<file path="config.mk">
export PLATFORM = sky130hd
export DESIGN_NAME = sps_prot_regs
export DESIGN_NICKNAME = d
export VERILOG_FILES = /design/src/hdl/sps_pkg.sv /design/src/hdl/sps_byte_if.sv /design/src/hdl/sps_spi_shift.sv /design/src/hdl/sps_prot_regs.sv
export SDC_FILE = /design/constraint.sdc
export NUM_CORES = 1
export LEC_CHECK = 0
export ABC_AREA = 0
export BUFFER_PORTS_ARGS = -buffer_cell sky130_fd_sc_hd__buf_2
export CORE_AREA = 10 10 192 194
export DETAILED_ROUTE_END_ITERATION = 10
export DIE_AREA = 0 0 202 204
export HOLD_SLACK_MARGIN = 0.05
export PLACE_DENSITY = 0.59
export SLEW_MARGIN = 20
export SYNTH_ARGS = -nofsm -noshare
export SYNTH_HDL_FRONTEND = slang
export SYNTH_SLANG_ARGS = --single-unit
export TNS_END_PERCENT = 1
</file>
<file path="constraint.sdc">
create_clock -name core_clk -period 10.9 [get_ports core_clk]
set_input_delay 3.27 -clock core_clk [delete_from_list [all_inputs] [get_ports core_clk]]
set_output_delay 3.27 -clock core_clk [all_outputs]
set_load 0.05 [all_outputs]
</file>
<file path="src/hdl/sps_pkg.sv">
package sps_pkg;
  // command opcodes
  localparam logic [7:0] CMD_ECC_RD = 8'h18;
  localparam logic [7:0] CMD_MODE_RD = 8'h2b;
  localparam logic [7:0] CMD_MODE_PRG = 8'h2f;
  localparam logic [7:0] CMD_KEY_RD = 8'he7;
  localparam logic [7:0] CMD_KEY_PRG = 8'he8;
  localparam logic [7:0] CMD_LOCK_RD = 8'ha7;
  localparam logic [7:0] CMD_LOCK_WR = 8'ha6;
  localparam logic [7:0] CMD_PPB_RD = 8'he2;
  localparam logic [7:0] CMD_PPB_PRG = 8'he3;
  localparam logic [7:0] CMD_PPB_ERS = 8'he4;
  // field positions
  localparam int MODE_PWD_BIT = 2;
  localparam int MODE_PST_BIT = 1;
  localparam int LOCK_BIT = 0;
  localparam int ECC_UNIT_LSB = 4;
  // values after power-up, and read-back byte codes
  localparam logic [15:0] MODE_CFG_RST = 16'hffff;
  localparam logic [63:0] KEY_RST = 64'hffff_ffff_ffff_ffff;
  localparam logic [7:0] PPB_PROT = 8'h00;
  localparam logic [7:0] PPB_OPEN = 8'hff;
  localparam logic [7:0] KEY_HIDDEN = 8'hff;
  // byte counts of each phase, last bit index of a byte
  localparam logic [3:0] ADDR_BYTES = 4'h3;
  localparam logic [3:0] MODE_BYTES = 4'h2;
  localparam logic [3:0] KEY_BYTES = 4'h8;
  localparam logic [3:0] LOCK_BYTES = 4'h1;
  localparam logic [2:0] BIT_LAST = 3'h7;

  typedef enum logic [1:0] {ST_CMD, ST_ADDR, ST_DATA, ST_SKIP} sps_state_t;
endpackage

</file>
<file path="src/hdl/sps_byte_if.sv">
`timescale 1ns/1ps
interface sps_byte_if;
  logic frame_start; // cs went active
  logic frame_end; // cs went inactive
  logic rx_valid; // whole byte received
  logic [7:0] rx_byte;
  logic [7:0] tx_byte; // next byte to shift out
  logic tx_en; // drive so during this frame
  modport shifter(output frame_start, frame_end, rx_valid, rx_byte,
                  input tx_byte, tx_en);
  modport decoder(input frame_start, frame_end, rx_valid, rx_byte,
                  output tx_byte, tx_en);
endinterface

</file>
<file path="src/hdl/sps_spi_shift.sv">
`timescale 1ns/1ps
module sps_spi_shift
  import sps_pkg::*;
(
  input wire logic core_clk, // core clock
  input wire logic rst, // async reset, active high
  input wire logic sclk_pin, // serial clock pin
  input wire logic cs_n_pin, // chip select pin, active low
  input wire logic si_pin, // serial data in pin
  output logic so, // serial data out
  output logic so_oe, // so output enable
  sps_byte_if.shifter bus // byte side
);
  logic [2:0] meta_r, meta_nxt; // {cs_n, sclk, si}, first stage
  logic [2:0] sync_r, sync_nxt;
  logic [1:0] prev_r, prev_nxt; // {cs_n, sclk} one cycle older
  logic [2:0] cnt_r, cnt_nxt;
  logic [7:0] sh_r, sh_nxt, out_r, out_nxt, rxb_r, rxb_nxt;
  logic so_r, so_nxt, rxv_r, rxv_nxt, fs_r, fs_nxt, fe_r, fe_nxt;
  logic act, rise, fall;

  // edges found on the second stage only; first stage feeds nothing else
  always_comb begin
    meta_nxt = {cs_n_pin, sclk_pin, si_pin};
    sync_nxt = meta_r;
    prev_nxt = sync_r[2:1];
    act = ~sync_r[2];
    rise = act & ~prev_r[0] & sync_r[1];
    fall = act & prev_r[0] & ~sync_r[1];
    fs_nxt = prev_r[1] & ~sync_r[2];
    fe_nxt = ~prev_r[1] & sync_r[2];
    cnt_nxt = cnt_r;
    sh_nxt = sh_r;
    rxb_nxt = rxb_r;
    rxv_nxt = 1'b0;
    out_nxt = out_r;
    so_nxt = so_r;
    if (fs_nxt) begin
      cnt_nxt = 3'h0;
    end else if (rise) begin
      sh_nxt = {sh_r[6:0], sync_r[0]};
      cnt_nxt = 3'(cnt_r + 3'h1);
      if (cnt_r == BIT_LAST) begin
        rxv_nxt = 1'b1;
        rxb_nxt = {sh_r[6:0], sync_r[0]};
      end
    end
    // mode 0: change data on the falling edge, msb first
    if (fall) begin
      if (cnt_r == 3'h0) begin
        so_nxt = bus.tx_byte[7];
        out_nxt = {bus.tx_byte[6:0], 1'b0};
      end else begin
        so_nxt = out_r[7];
        out_nxt = {out_r[6:0], 1'b0};
      end
    end
  end

  always_ff @(posedge core_clk or posedge rst) begin
    if (rst) begin
      meta_r <= 3'h4;
      sync_r <= 3'h4;
      prev_r <= 2'h2;
      cnt_r <= 3'h0;
      sh_r <= 8'h00;
      out_r <= 8'h00;
      rxb_r <= 8'h00;
      so_r <= 1'b0;
      rxv_r <= 1'b0;
      fs_r <= 1'b0;
      fe_r <= 1'b0;
    end else begin
      meta_r <= meta_nxt;
      sync_r <= sync_nxt;
      prev_r <= prev_nxt;
      cnt_r <= cnt_nxt;
      sh_r <= sh_nxt;
      out_r <= out_nxt;
      rxb_r <= rxb_nxt;
      so_r <= so_nxt;
      rxv_r <= rxv_nxt;
      fs_r <= fs_nxt;
      fe_r <= fe_nxt;
    end
  end

  // outputs
  assign so = so_r;
  assign so_oe = ~sync_r[2] & bus.tx_en;
  assign bus.rx_valid = rxv_r;
  assign bus.rx_byte = rxb_r;
  assign bus.frame_start = fs_r;
  assign bus.frame_end = fe_r;
endmodule

</file>
<file path="src/hdl/sps_prot_regs.sv">
`timescale 1ns/1ps
module sps_prot_regs
  import sps_pkg::*;
#(
  parameter int NUM_SECTORS = 64,
  parameter int SECT_ADDR_LSB = 18
) (
  input wire logic core_clk, // core clock
  input wire logic rst, // power-on reset, async, active high
  input wire logic sclk, // serial clock pin
  input wire logic cs_n, // chip select pin, active low
  input wire logic si, // serial data in pin
  output logic so, // serial data out
  output logic so_oe, // so driven while high
  output logic [19:0] ecc_unit_addr, // unit selected for ecc status
  input wire logic ecc_chk_err, // check code error in selected unit
  input wire logic ecc_data_err, // data error corrected in unit
  input wire logic ecc_disabled, // correction off in unit
  input wire logic lock_reload, // hardware reset pulse, reloads lock
  input wire logic prog_err_clr, // clear from status register logic
  output logic prog_err, // program error flag, sticky
  output logic cfg_locked, // status two top bits locked
  output logic [NUM_SECTORS-1:0] sector_protected // 1 = sector protected
);
  localparam int SW = $clog2(NUM_SECTORS);

  sps_byte_if bus();

  sps_spi_shift u_shift (
    .core_clk(core_clk),
    .rst(rst),
    .sclk_pin(sclk),
    .cs_n_pin(cs_n),
    .si_pin(si),
    .so(so),
    .so_oe(so_oe),
    .bus(bus)
  );

  sps_state_t st_r, st_nxt;
  logic [7:0] cmd_r, cmd_nxt, tx_r, tx_nxt;
  logic [23:0] addr_r, addr_nxt;
  logic [3:0] cnt_r, cnt_nxt;
  logic [63:0] buf_r, buf_nxt, key_r, key_nxt;
  logic [15:0] mode_r, mode_nxt;
  logic [NUM_SECTORS-1:0] ppb_r, ppb_nxt;
  logic lock_r, lock_nxt, ld_r, ld_nxt, perr_r, perr_nxt, txen_r, txen_nxt;
  logic pwd_sel, pst_sel, locked, has_addr, known, is_rd, err_set;
  logic [SW-1:0] sector;

  // mode decode; locked once either bit is cleared
  always_comb begin
    pwd_sel = ~mode_r[MODE_PWD_BIT];
    pst_sel = ~mode_r[MODE_PST_BIT];
    locked = pwd_sel | pst_sel;
    sector = addr_r[SECT_ADDR_LSB +: SW];
    has_addr = (cmd_r == CMD_ECC_RD) || (cmd_r == CMD_PPB_RD) ||
               (cmd_r == CMD_PPB_PRG);
    is_rd = (cmd_r == CMD_ECC_RD) || (cmd_r == CMD_MODE_RD) ||
            (cmd_r == CMD_KEY_RD) || (cmd_r == CMD_LOCK_RD) ||
            (cmd_r == CMD_PPB_RD);
  end

  // opcode check on the byte just received
  always_comb begin
    case (bus.rx_byte)
      CMD_ECC_RD, CMD_MODE_RD, CMD_MODE_PRG, CMD_KEY_RD, CMD_KEY_PRG,
      CMD_LOCK_RD, CMD_LOCK_WR, CMD_PPB_RD, CMD_PPB_PRG,
      CMD_PPB_ERS: known = 1'b1;
      default: known = 1'b0;
    endcase
  end

  // read data for the current byte slot
  always_comb begin
    case (cmd_r)
      CMD_ECC_RD: tx_nxt = {5'h00, ecc_chk_err, ecc_data_err,
                            ecc_disabled};
      CMD_MODE_RD: tx_nxt = cnt_r[0] ? mode_r[15:8] : mode_r[7:0];
      CMD_KEY_RD: tx_nxt = pwd_sel ? KEY_HIDDEN :
                           key_r[{cnt_r[2:0], 3'b000} +: 8];
      CMD_LOCK_RD: tx_nxt = {7'h00, lock_r};
      CMD_PPB_RD: tx_nxt = ppb_r[sector] ? PPB_OPEN : PPB_PROT;
      default: tx_nxt = 8'hff;
    endcase
    txen_nxt = (st_r == ST_DATA) && is_rd && !bus.frame_start;
  end

  // command sequencer; nonvolatile updates happen at frame end only,
  // so a frame cut short never leaves a half-written register
  always_comb begin
    st_nxt = st_r;
    cmd_nxt = cmd_r;
    addr_nxt = addr_r;
    cnt_nxt = cnt_r;
    buf_nxt = buf_r;
    mode_nxt = mode_r;
    key_nxt = key_r;
    ppb_nxt = ppb_r;
    lock_nxt = lock_r;
    ld_nxt = 1'b1;
    err_set = 1'b0;
    if (bus.frame_start) begin
      st_nxt = ST_CMD;
      cnt_nxt = 4'h0;
    end else if (bus.rx_valid) begin
      case (st_r)
        ST_CMD: begin
          cmd_nxt = bus.rx_byte;
          cnt_nxt = 4'h0;
          if (!known) begin
            st_nxt = ST_SKIP;
          end else if (bus.rx_byte == CMD_ECC_RD ||
                       bus.rx_byte == CMD_PPB_RD ||
                       bus.rx_byte == CMD_PPB_PRG) begin
            st_nxt = ST_ADDR;
          end else begin
            st_nxt = ST_DATA;
          end
        end
        ST_ADDR: begin
          addr_nxt = {addr_r[15:0], bus.rx_byte};
          cnt_nxt = 4'(cnt_r + 4'h1);
          if (cnt_r == 4'(ADDR_BYTES - 4'h1)) begin
            st_nxt = ST_DATA;
            cnt_nxt = 4'h0;
          end
        end
        ST_DATA: begin
          if (cnt_r < KEY_BYTES) begin
            buf_nxt[{cnt_r[2:0], 3'b000} +: 8] = bus.rx_byte;
            cnt_nxt = 4'(cnt_r + 4'h1);
          end
        end
        default: st_nxt = ST_SKIP;
      endcase
    end else if (bus.frame_end && st_r == ST_DATA) begin
      // leave the data phase; a stale enable would drive so at next select
      st_nxt = ST_SKIP;
      case (cmd_r)
        CMD_MODE_PRG: begin
          if (cnt_r >= MODE_BYTES) begin
            if (locked) begin
              err_set = 1'b1;
            end else begin
              mode_nxt = mode_r & buf_r[15:0];
            end
          end
        end
        CMD_KEY_PRG: begin
          if (cnt_r >= KEY_BYTES) begin
            if (locked) begin
              err_set = 1'b1;
            end else begin
              key_nxt = key_r & buf_r;
            end
          end
        end
        CMD_LOCK_WR: begin
          // writing one cannot reopen a closed lock
          if (cnt_r >= LOCK_BYTES) begin
            lock_nxt = lock_r & buf_r[LOCK_BIT];
          end
        end
        CMD_PPB_PRG: begin
          if (!lock_r || !has_addr) begin
            err_set = !lock_r;
          end else begin
            ppb_nxt[sector] = 1'b0;
          end
        end
        CMD_PPB_ERS: begin
          if (!lock_r) begin
            err_set = 1'b1;
          end else begin
            ppb_nxt = '1;
          end
        end
        default: err_set = 1'b0;
      endcase
    end
    // lock default follows the selected mode after any reset
    if (!ld_r || lock_reload) begin
      lock_nxt = ~pwd_sel;
    end
    // a new error wins over a clear in the same cycle
    perr_nxt = (perr_r & ~prog_err_clr) | err_set;
  end

  always_ff @(posedge core_clk or posedge rst) begin
    if (rst) begin
      st_r <= ST_SKIP;
      cmd_r <= 8'h00;
      addr_r <= 24'h000000;
      cnt_r <= 4'h0;
      buf_r <= 64'h0;
      mode_r <= MODE_CFG_RST;
      key_r <= KEY_RST;
      ppb_r <= '1;
      lock_r <= 1'b0;
      ld_r <= 1'b0;
      perr_r <= 1'b0;
      tx_r <= 8'hff;
      txen_r <= 1'b0;
    end else begin
      st_r <= st_nxt;
      cmd_r <= cmd_nxt;
      addr_r <= addr_nxt;
      cnt_r <= cnt_nxt;
      buf_r <= buf_nxt;
      mode_r <= mode_nxt;
      key_r <= key_nxt;
      ppb_r <= ppb_nxt;
      lock_r <= lock_nxt;
      ld_r <= ld_nxt;
      perr_r <= perr_nxt;
      tx_r <= tx_nxt;
      txen_r <= txen_nxt;
    end
  end

  // outputs
  assign bus.tx_byte = tx_r;
  assign bus.tx_en = txen_r;
  assign ecc_unit_addr = addr_r[23:ECC_UNIT_LSB];
  assign prog_err = perr_r;
  assign cfg_locked = locked;
  assign sector_protected = ~ppb_r;
endmodule

</file>
==> results of run 1 <==
routing by layer:
metal  vias up  track usage, %  wire, um
li1       4203               -         -
met1      4577            22.2     15200
met2       220            25.4     15400
met3        47            2.84      1750
met4         0            4.56       718
met5         -               0         0
registers in the layout (all words and copies together), names as in the netlist, 8 cells and up:
signal               cells
ppb_r                   64
addr_r                  24
cmd_r                    8
u_shift.bus.rx_byte      8
bus.tx_byte              8
buf_r                   64
key_r                   64
mode_r                  16
area by class of cell:
class / instances / area, sq um
multi-input combinational: 715 / 4780
inverter: 91 / 345
clock buffer: 48 / 940
timing repair buffer: 114 / 626
fill: 3071 / 18100
tap: 448 / 561
clock inverter: 9 / 174
sequential: 295 / 7580
power by group:
part / internal (mW) / switching, mW
registers: 1.12 / 0.0114
clock network: 0.707 / 0.434
logic: 0.0272 / 0.0548
critical path: stages, from the launching register on:
cell     delay (ns)
dfstp_2        0.68
nand2_1        0.20
buf_2          0.26
cell families after synthesis:
group	synth area share (%)
xor+xnor	0.0669
flops	57.8
compound gates	13.7
buf+inv	5.67
fa+ha+maj	1.15
mux	10.5
other cells	0.0286
simple gates	11.1
metrics by stage:
step                      cell area [sq um]  worst slack (ns)  util (%)
after floorplan                       13100              3.84         -
after global placement                13900              5.92      42.0
after detailed placement              13900              5.90      42.0
after CTS                             15000              5.90      45.3
after global routing                  15000              5.86      45.3
final                                 15000              5.92      45.3
path summary, 6_finish.rpt:
| check | start | endpoint | slack (ns) | depth (start not counted) |
|---|---|---|---|---|
| worst max-delay path | mode_r[2] | cfg_locked | 5.92 | 2 |
| worst min register to register | u_shift.meta_r[1] | u_shift.sync_r[1] | 0.35 | 0 |
| worst max register to register | cnt_r[0] | buf_r[9] | 7.45 | 6 |
| worst min-delay path | u_shift.meta_r[1] | u_shift.sync_r[1] | 0.35 | 0 |
| min in group asynchronous | rst | addr_r[16] | 2.88 | 3 |
| max in group asynchronous | rst | u_shift.bus.rx_byte[2] | 6.49 | 4 |
synth_stat cells, types with 18 or more instances:
cell / n
dfstp_2: 157
nand2_1: 183
mux2i_1: 18
dfrtp_1: 138
mux2_2: 74
o21ai_0: 114
o21a_1: 80
clkbuf_1: 41
inv_1: 90
a221oi_1: 19
nor2_1: 33
buf_4: 21
nand3_1: 27
a21oi_1: 20
==> results.cfg, run 1 <==
[synth]
syn_area_sq_um = 13100
syn_inst = 1181
syn_nets = 1203
synth_top_area_share_pct = 31.5
synth_seq_cells = 295
synth.largest_area_cell = dfstp_2
synth_edf_count = 0
synth_flop_cell = dfstp_2
yosys-top-cells-area = dfstp_2 (31%), dfrtp_1 (26%), mux2_2 (6.4%), nand2_1 (5.2%), o21a_1 (4.6%)
async_flop_share_pct = 100
ys_warn_count = 0
yosysSeqAreaShare_pct = 57.8
synth_cell_types = 63
syn_avg_cell_area_sq_um = 11.1

[setup_path]
crit_path_start_kind = flop
arrival_ns = 1.71
cp.required_ns = 7.63
path_class = flop to primary output
end_kind = primary output
worstPathMaxFanout = 13

[worst_hold_path]
hp-class = flop to flop

[clock_network]
htree_levels = 1
cts_made_buffers = 31
insertion_delay_ns = 0.56
ctsResizeCount = 0
clk_path_buf_depth = 3
cts_hold_buf = 0
cts_root_buf = clkbuf_16
cts_sinks = 295
path_clk_slew_ns = 0.06
post_cts_buffers = 0
cts_tree = done

[placed_design]
dp.final_hpwl_um = 21900
gp_congestion = 0.814
dp.cells = 1663
portBuffers = 97

[global_routing]
grt_pass1_vias = 9115
grt_max_degree = 197
grt_pass1_wl_um = 53600
grt.overflow.total = 0
antenna_found_initial = 0
grt_use_total_pct = 16.0

[timing]
worstMarginPinSlew_ns = 1.15
post-route-period-util_pct = 45.7
worst_hold_slack_ns = 0.349
slew-limit-headroom_pct = 23.2
tns_ns = 0
rsz0062_at_grt = false
finalHoldViolations = 0
fin_crit_ns = 4.98
setup_viol_count_final = 0
skew_ns = 0.0125
drv_slew = 0
clock.fmax_ghz = 0.201

[floorplanning]
die_h_um = 204
die_x_um = 202
core_area_sq_um = 33100
floorplan.initialDensity_pct = 39.6
ios = 98
rows = 67
die_area_sq_um = 41200

[pwr]
power_mw = 2.35
vdd_ir_drop_max_mv = 0.118
cellLeakagePower_nw = 6.42
p_per_area_nw_per_um2 = 157

[final_layout]
final_common_cell = nand2_1
finalNonFillerCells = 1720
antenna_cells = 0
fin_nets = 1270
area_growth_pct = 14.5
final_cell_mix = nand2_1 (183), dfstp_2 (157), dfrtp_1 (136)
layout-drive-gt1-share_pct = 33.3

[route]
num_vias = 9047
detail_route.wl_per_cell_um = 19.2
drtAntennaViolNets = 0
drc = 0
avgViaCountPerCell = 5.26
dr.pass1.iters = 5
drt-total-wl_um = 33100
drt-initial-drc-count = 699

[outcome]
outcome = complete, no violations

[run]
maxCapViolations = 0
Note: power is estimated with default switching activity, not from simulation.
==> run 2, diff against run 1 <==
--- a/config.mk
+++ b/config.mk
@@ -11,7 +11,7 @@
 export DETAILED_ROUTE_END_ITERATION = 10
 export DIE_AREA = 0 0 202 204
 export HOLD_SLACK_MARGIN = 0.05
-export PLACE_DENSITY = 0.59
+export PLACE_DENSITY = 0.57
 export SLEW_MARGIN = 20
 export SYNTH_ARGS = -nofsm -noshare
 export SYNTH_HDL_FRONTEND = slang
==> constraint.sdc (replaced) <==
create_clock -name core_clk -period 4.7 [get_ports core_clk]
set_input_delay 1.41 -clock core_clk [delete_from_list [all_inputs] [get_ports core_clk]]
set_output_delay 1.41 -clock core_clk [all_outputs]
set_load 0.05 [all_outputs]
==> run 2 against run 1 <==
  * Setup slack got worse by 4.4 ns
  * Non-clock buffer count decreased by 2
  * Clock skew decreased by 0.0030 ns
  * Critical path depth decreased by 1
  * Worst hold slack improved by 0.0040 ns
  * Sequential share of layout area increased by 0.31 points
  * Largest power group is now sequential cells
==> results.cfg, run 2 (same netlist as run 1, synthesis figures left out) <==
[outcome]
outcome = complete, no violations

[floorplanning]
core_area_sq_um = 33100
floorplan.initialDensity_pct = 39.6
die_x_um = 202
die_area_sq_um = 41200
ios = 98
rows = 67
die_h_um = 204

[clock_network]
insertion_delay_ns = 0.56
cts_made_buffers = 31
cts_sinks = 295
cts_hold_buf = 0
ctsResizeCount = 0
cts_tree = done
clk_path_buf_depth = 3
path_clk_slew_ns = 0.06
post_cts_buffers = 0
htree_levels = 1
cts_root_buf = clkbuf_16

[final_layout]
fin_nets = 1268
layout-drive-gt1-share_pct = 33.0
regArea_sq_um = 7580
final_common_cell = nand2_1
final_util_pct = 45.0
fillers = 3039
multi_input_area_sq_um = 4780
antenna_cells = 0
top_regs = buf_r (64), key_r (64), ppb_r (64)
area_growth_pct = 13.8
final_cell_mix = nand2_1 (183), dfstp_2 (157), dfrtp_1 (137)

[timing]
post-route-period-util_pct = 68.4
fin_crit_ns = 3.22
worstMarginPinSlew_ns = 0.910
rsz0062_at_grt = false
finalHoldViolations = 0
skew_ns = 0.00951
slew-limit-headroom_pct = 38.8
clock.fmax_ghz = 0.311
drv_slew = 0
setup_viol_count_final = 0
fin_ws_ns = 1.48

[setup_path]
reg2reg_from = cnt_r[1]
crit_buf_inv = 1
arrival_ns = 1.81
ff2ff_path_depth = 7
cp_top_family = flip-flops
critPathSlowestCell = dfrtp_1
critical_path.max_stage_delay_ns = 0.85
crit_chain = buf_2
r2r-end = buf_r[34]
cp.required_ns = 3.29
reg2reg_slack_ns = 1.76
crit_path_start_kind = flop
worstPathMaxFanout = 17
end_kind = primary output
path_class = flop to primary output

[global_routing]
grt_pass1_wl_um = 53500
grt.overflow.total = 0
antenna_found_initial = 0
grt_use_total_pct = 16.1
grt_pass1_vias = 8952
grt_max_degree = 111

[worst_hold_path]
hold_start = u_shift.meta_r[0]
holdPathStages = 0
hp-class = flop to flop
worstHoldEndpoint = u_shift.sync_r[0]

[run]
maxCapViolations = 0

[route]
avgViaCountPerCell = 5.18
detail_route.wl_per_cell_um = 19.4
dr.pass1.iters = 5
drtAntennaViolNets = 0
num_vias = 8899
drt-total-wl_um = 33400
drt-initial-drc-count = 644
drc = 0

[placed_design]
portBuffers = 97
dp.final_hpwl_um = 22500
gp_congestion = 0.832
pre_cts_slack_ns = 1.78

[pwr]
cellLeakagePower_nw = 6.37
p_per_area_nw_per_um2 = 350
vdd_ir_drop_max_mv = 0.251
run 2: worst max-delay path by stage:
stage                from           endpoint  slack, ns  cells past startpoint
4_1_cts        addr_r[20]  ecc_unit_addr[16]       1.46                      1
2_1_floorplan         rst          addr_r[0]      -0.50                      1
5_1_grt        addr_r[20]  ecc_unit_addr[16]       1.41                      1
6_report       addr_r[20]  ecc_unit_addr[16]       1.48                      1
3_3_place_gp     cnt_r[1]          buf_r[39]       1.84                      7
3_5_place_dp     cnt_r[1]          buf_r[34]       1.78                      7
run 2: cell type report:
cell class	count	area share (%)
well taps	448	3.76
flip-flops and latches	295	50.8
multi-input cells	715	32.1
clock inverters	8	0.512
inverters	91	2.32
repair buffers	112	4.18
clock buffers	50	6.35
run 2: per-layer routing:
| layer | GRT usage [%] | share of wire (%) | vias up |
|---|---|---|---|
| li1 | - | - | 4200 |
| met1 | 22.3 | 46 | 4472 |
| met2 | 26.1 | 47 | 187 |
| met3 | 2.50 | 4.4 | 40 |
| met4 | 3.95 | 1.8 | 0 |
| met5 | 0 | 0 | - |
run 2: power breakdown:
part	switching [mW]	internal [mW]
logic	0.126	0.0650
registers	0.0269	2.59
clock network	0.984	1.43
total	1.14	4.08
run 2: stage by stage:
| step | TNS [ns] | cell area [sq um] | std cells | power (mW) | hold WS, ns |
|---|---|---|---|---|---|
| after floorplan | -68.85 | 13100 | 1181 | 2.79 | 0.331 |
| after global placement | 0 | 13900 | 1661 | 2.85 | 0.333 |
| after detailed placement | 0 | 13900 | 1661 | 2.85 | 0.341 |
| after CTS | 0 | 14900 | 1719 | 5.30 | 0.355 |
| after global routing | 0 | 14900 | 1719 | 5.42 | 0.356 |
| final | 0 | 14900 | 1719 | 5.22 | 0.353 |
run 2: worst reg2reg max path, cell delays in order (launching register included):
cell and delay, ns:
dfrtp_1 0.32, buf_4 0.32, inv_1 0.17, ha_1 0.21, ha_1 0.48, nand2_1 0.14
nor4_2 0.77, mux2_2 0.41
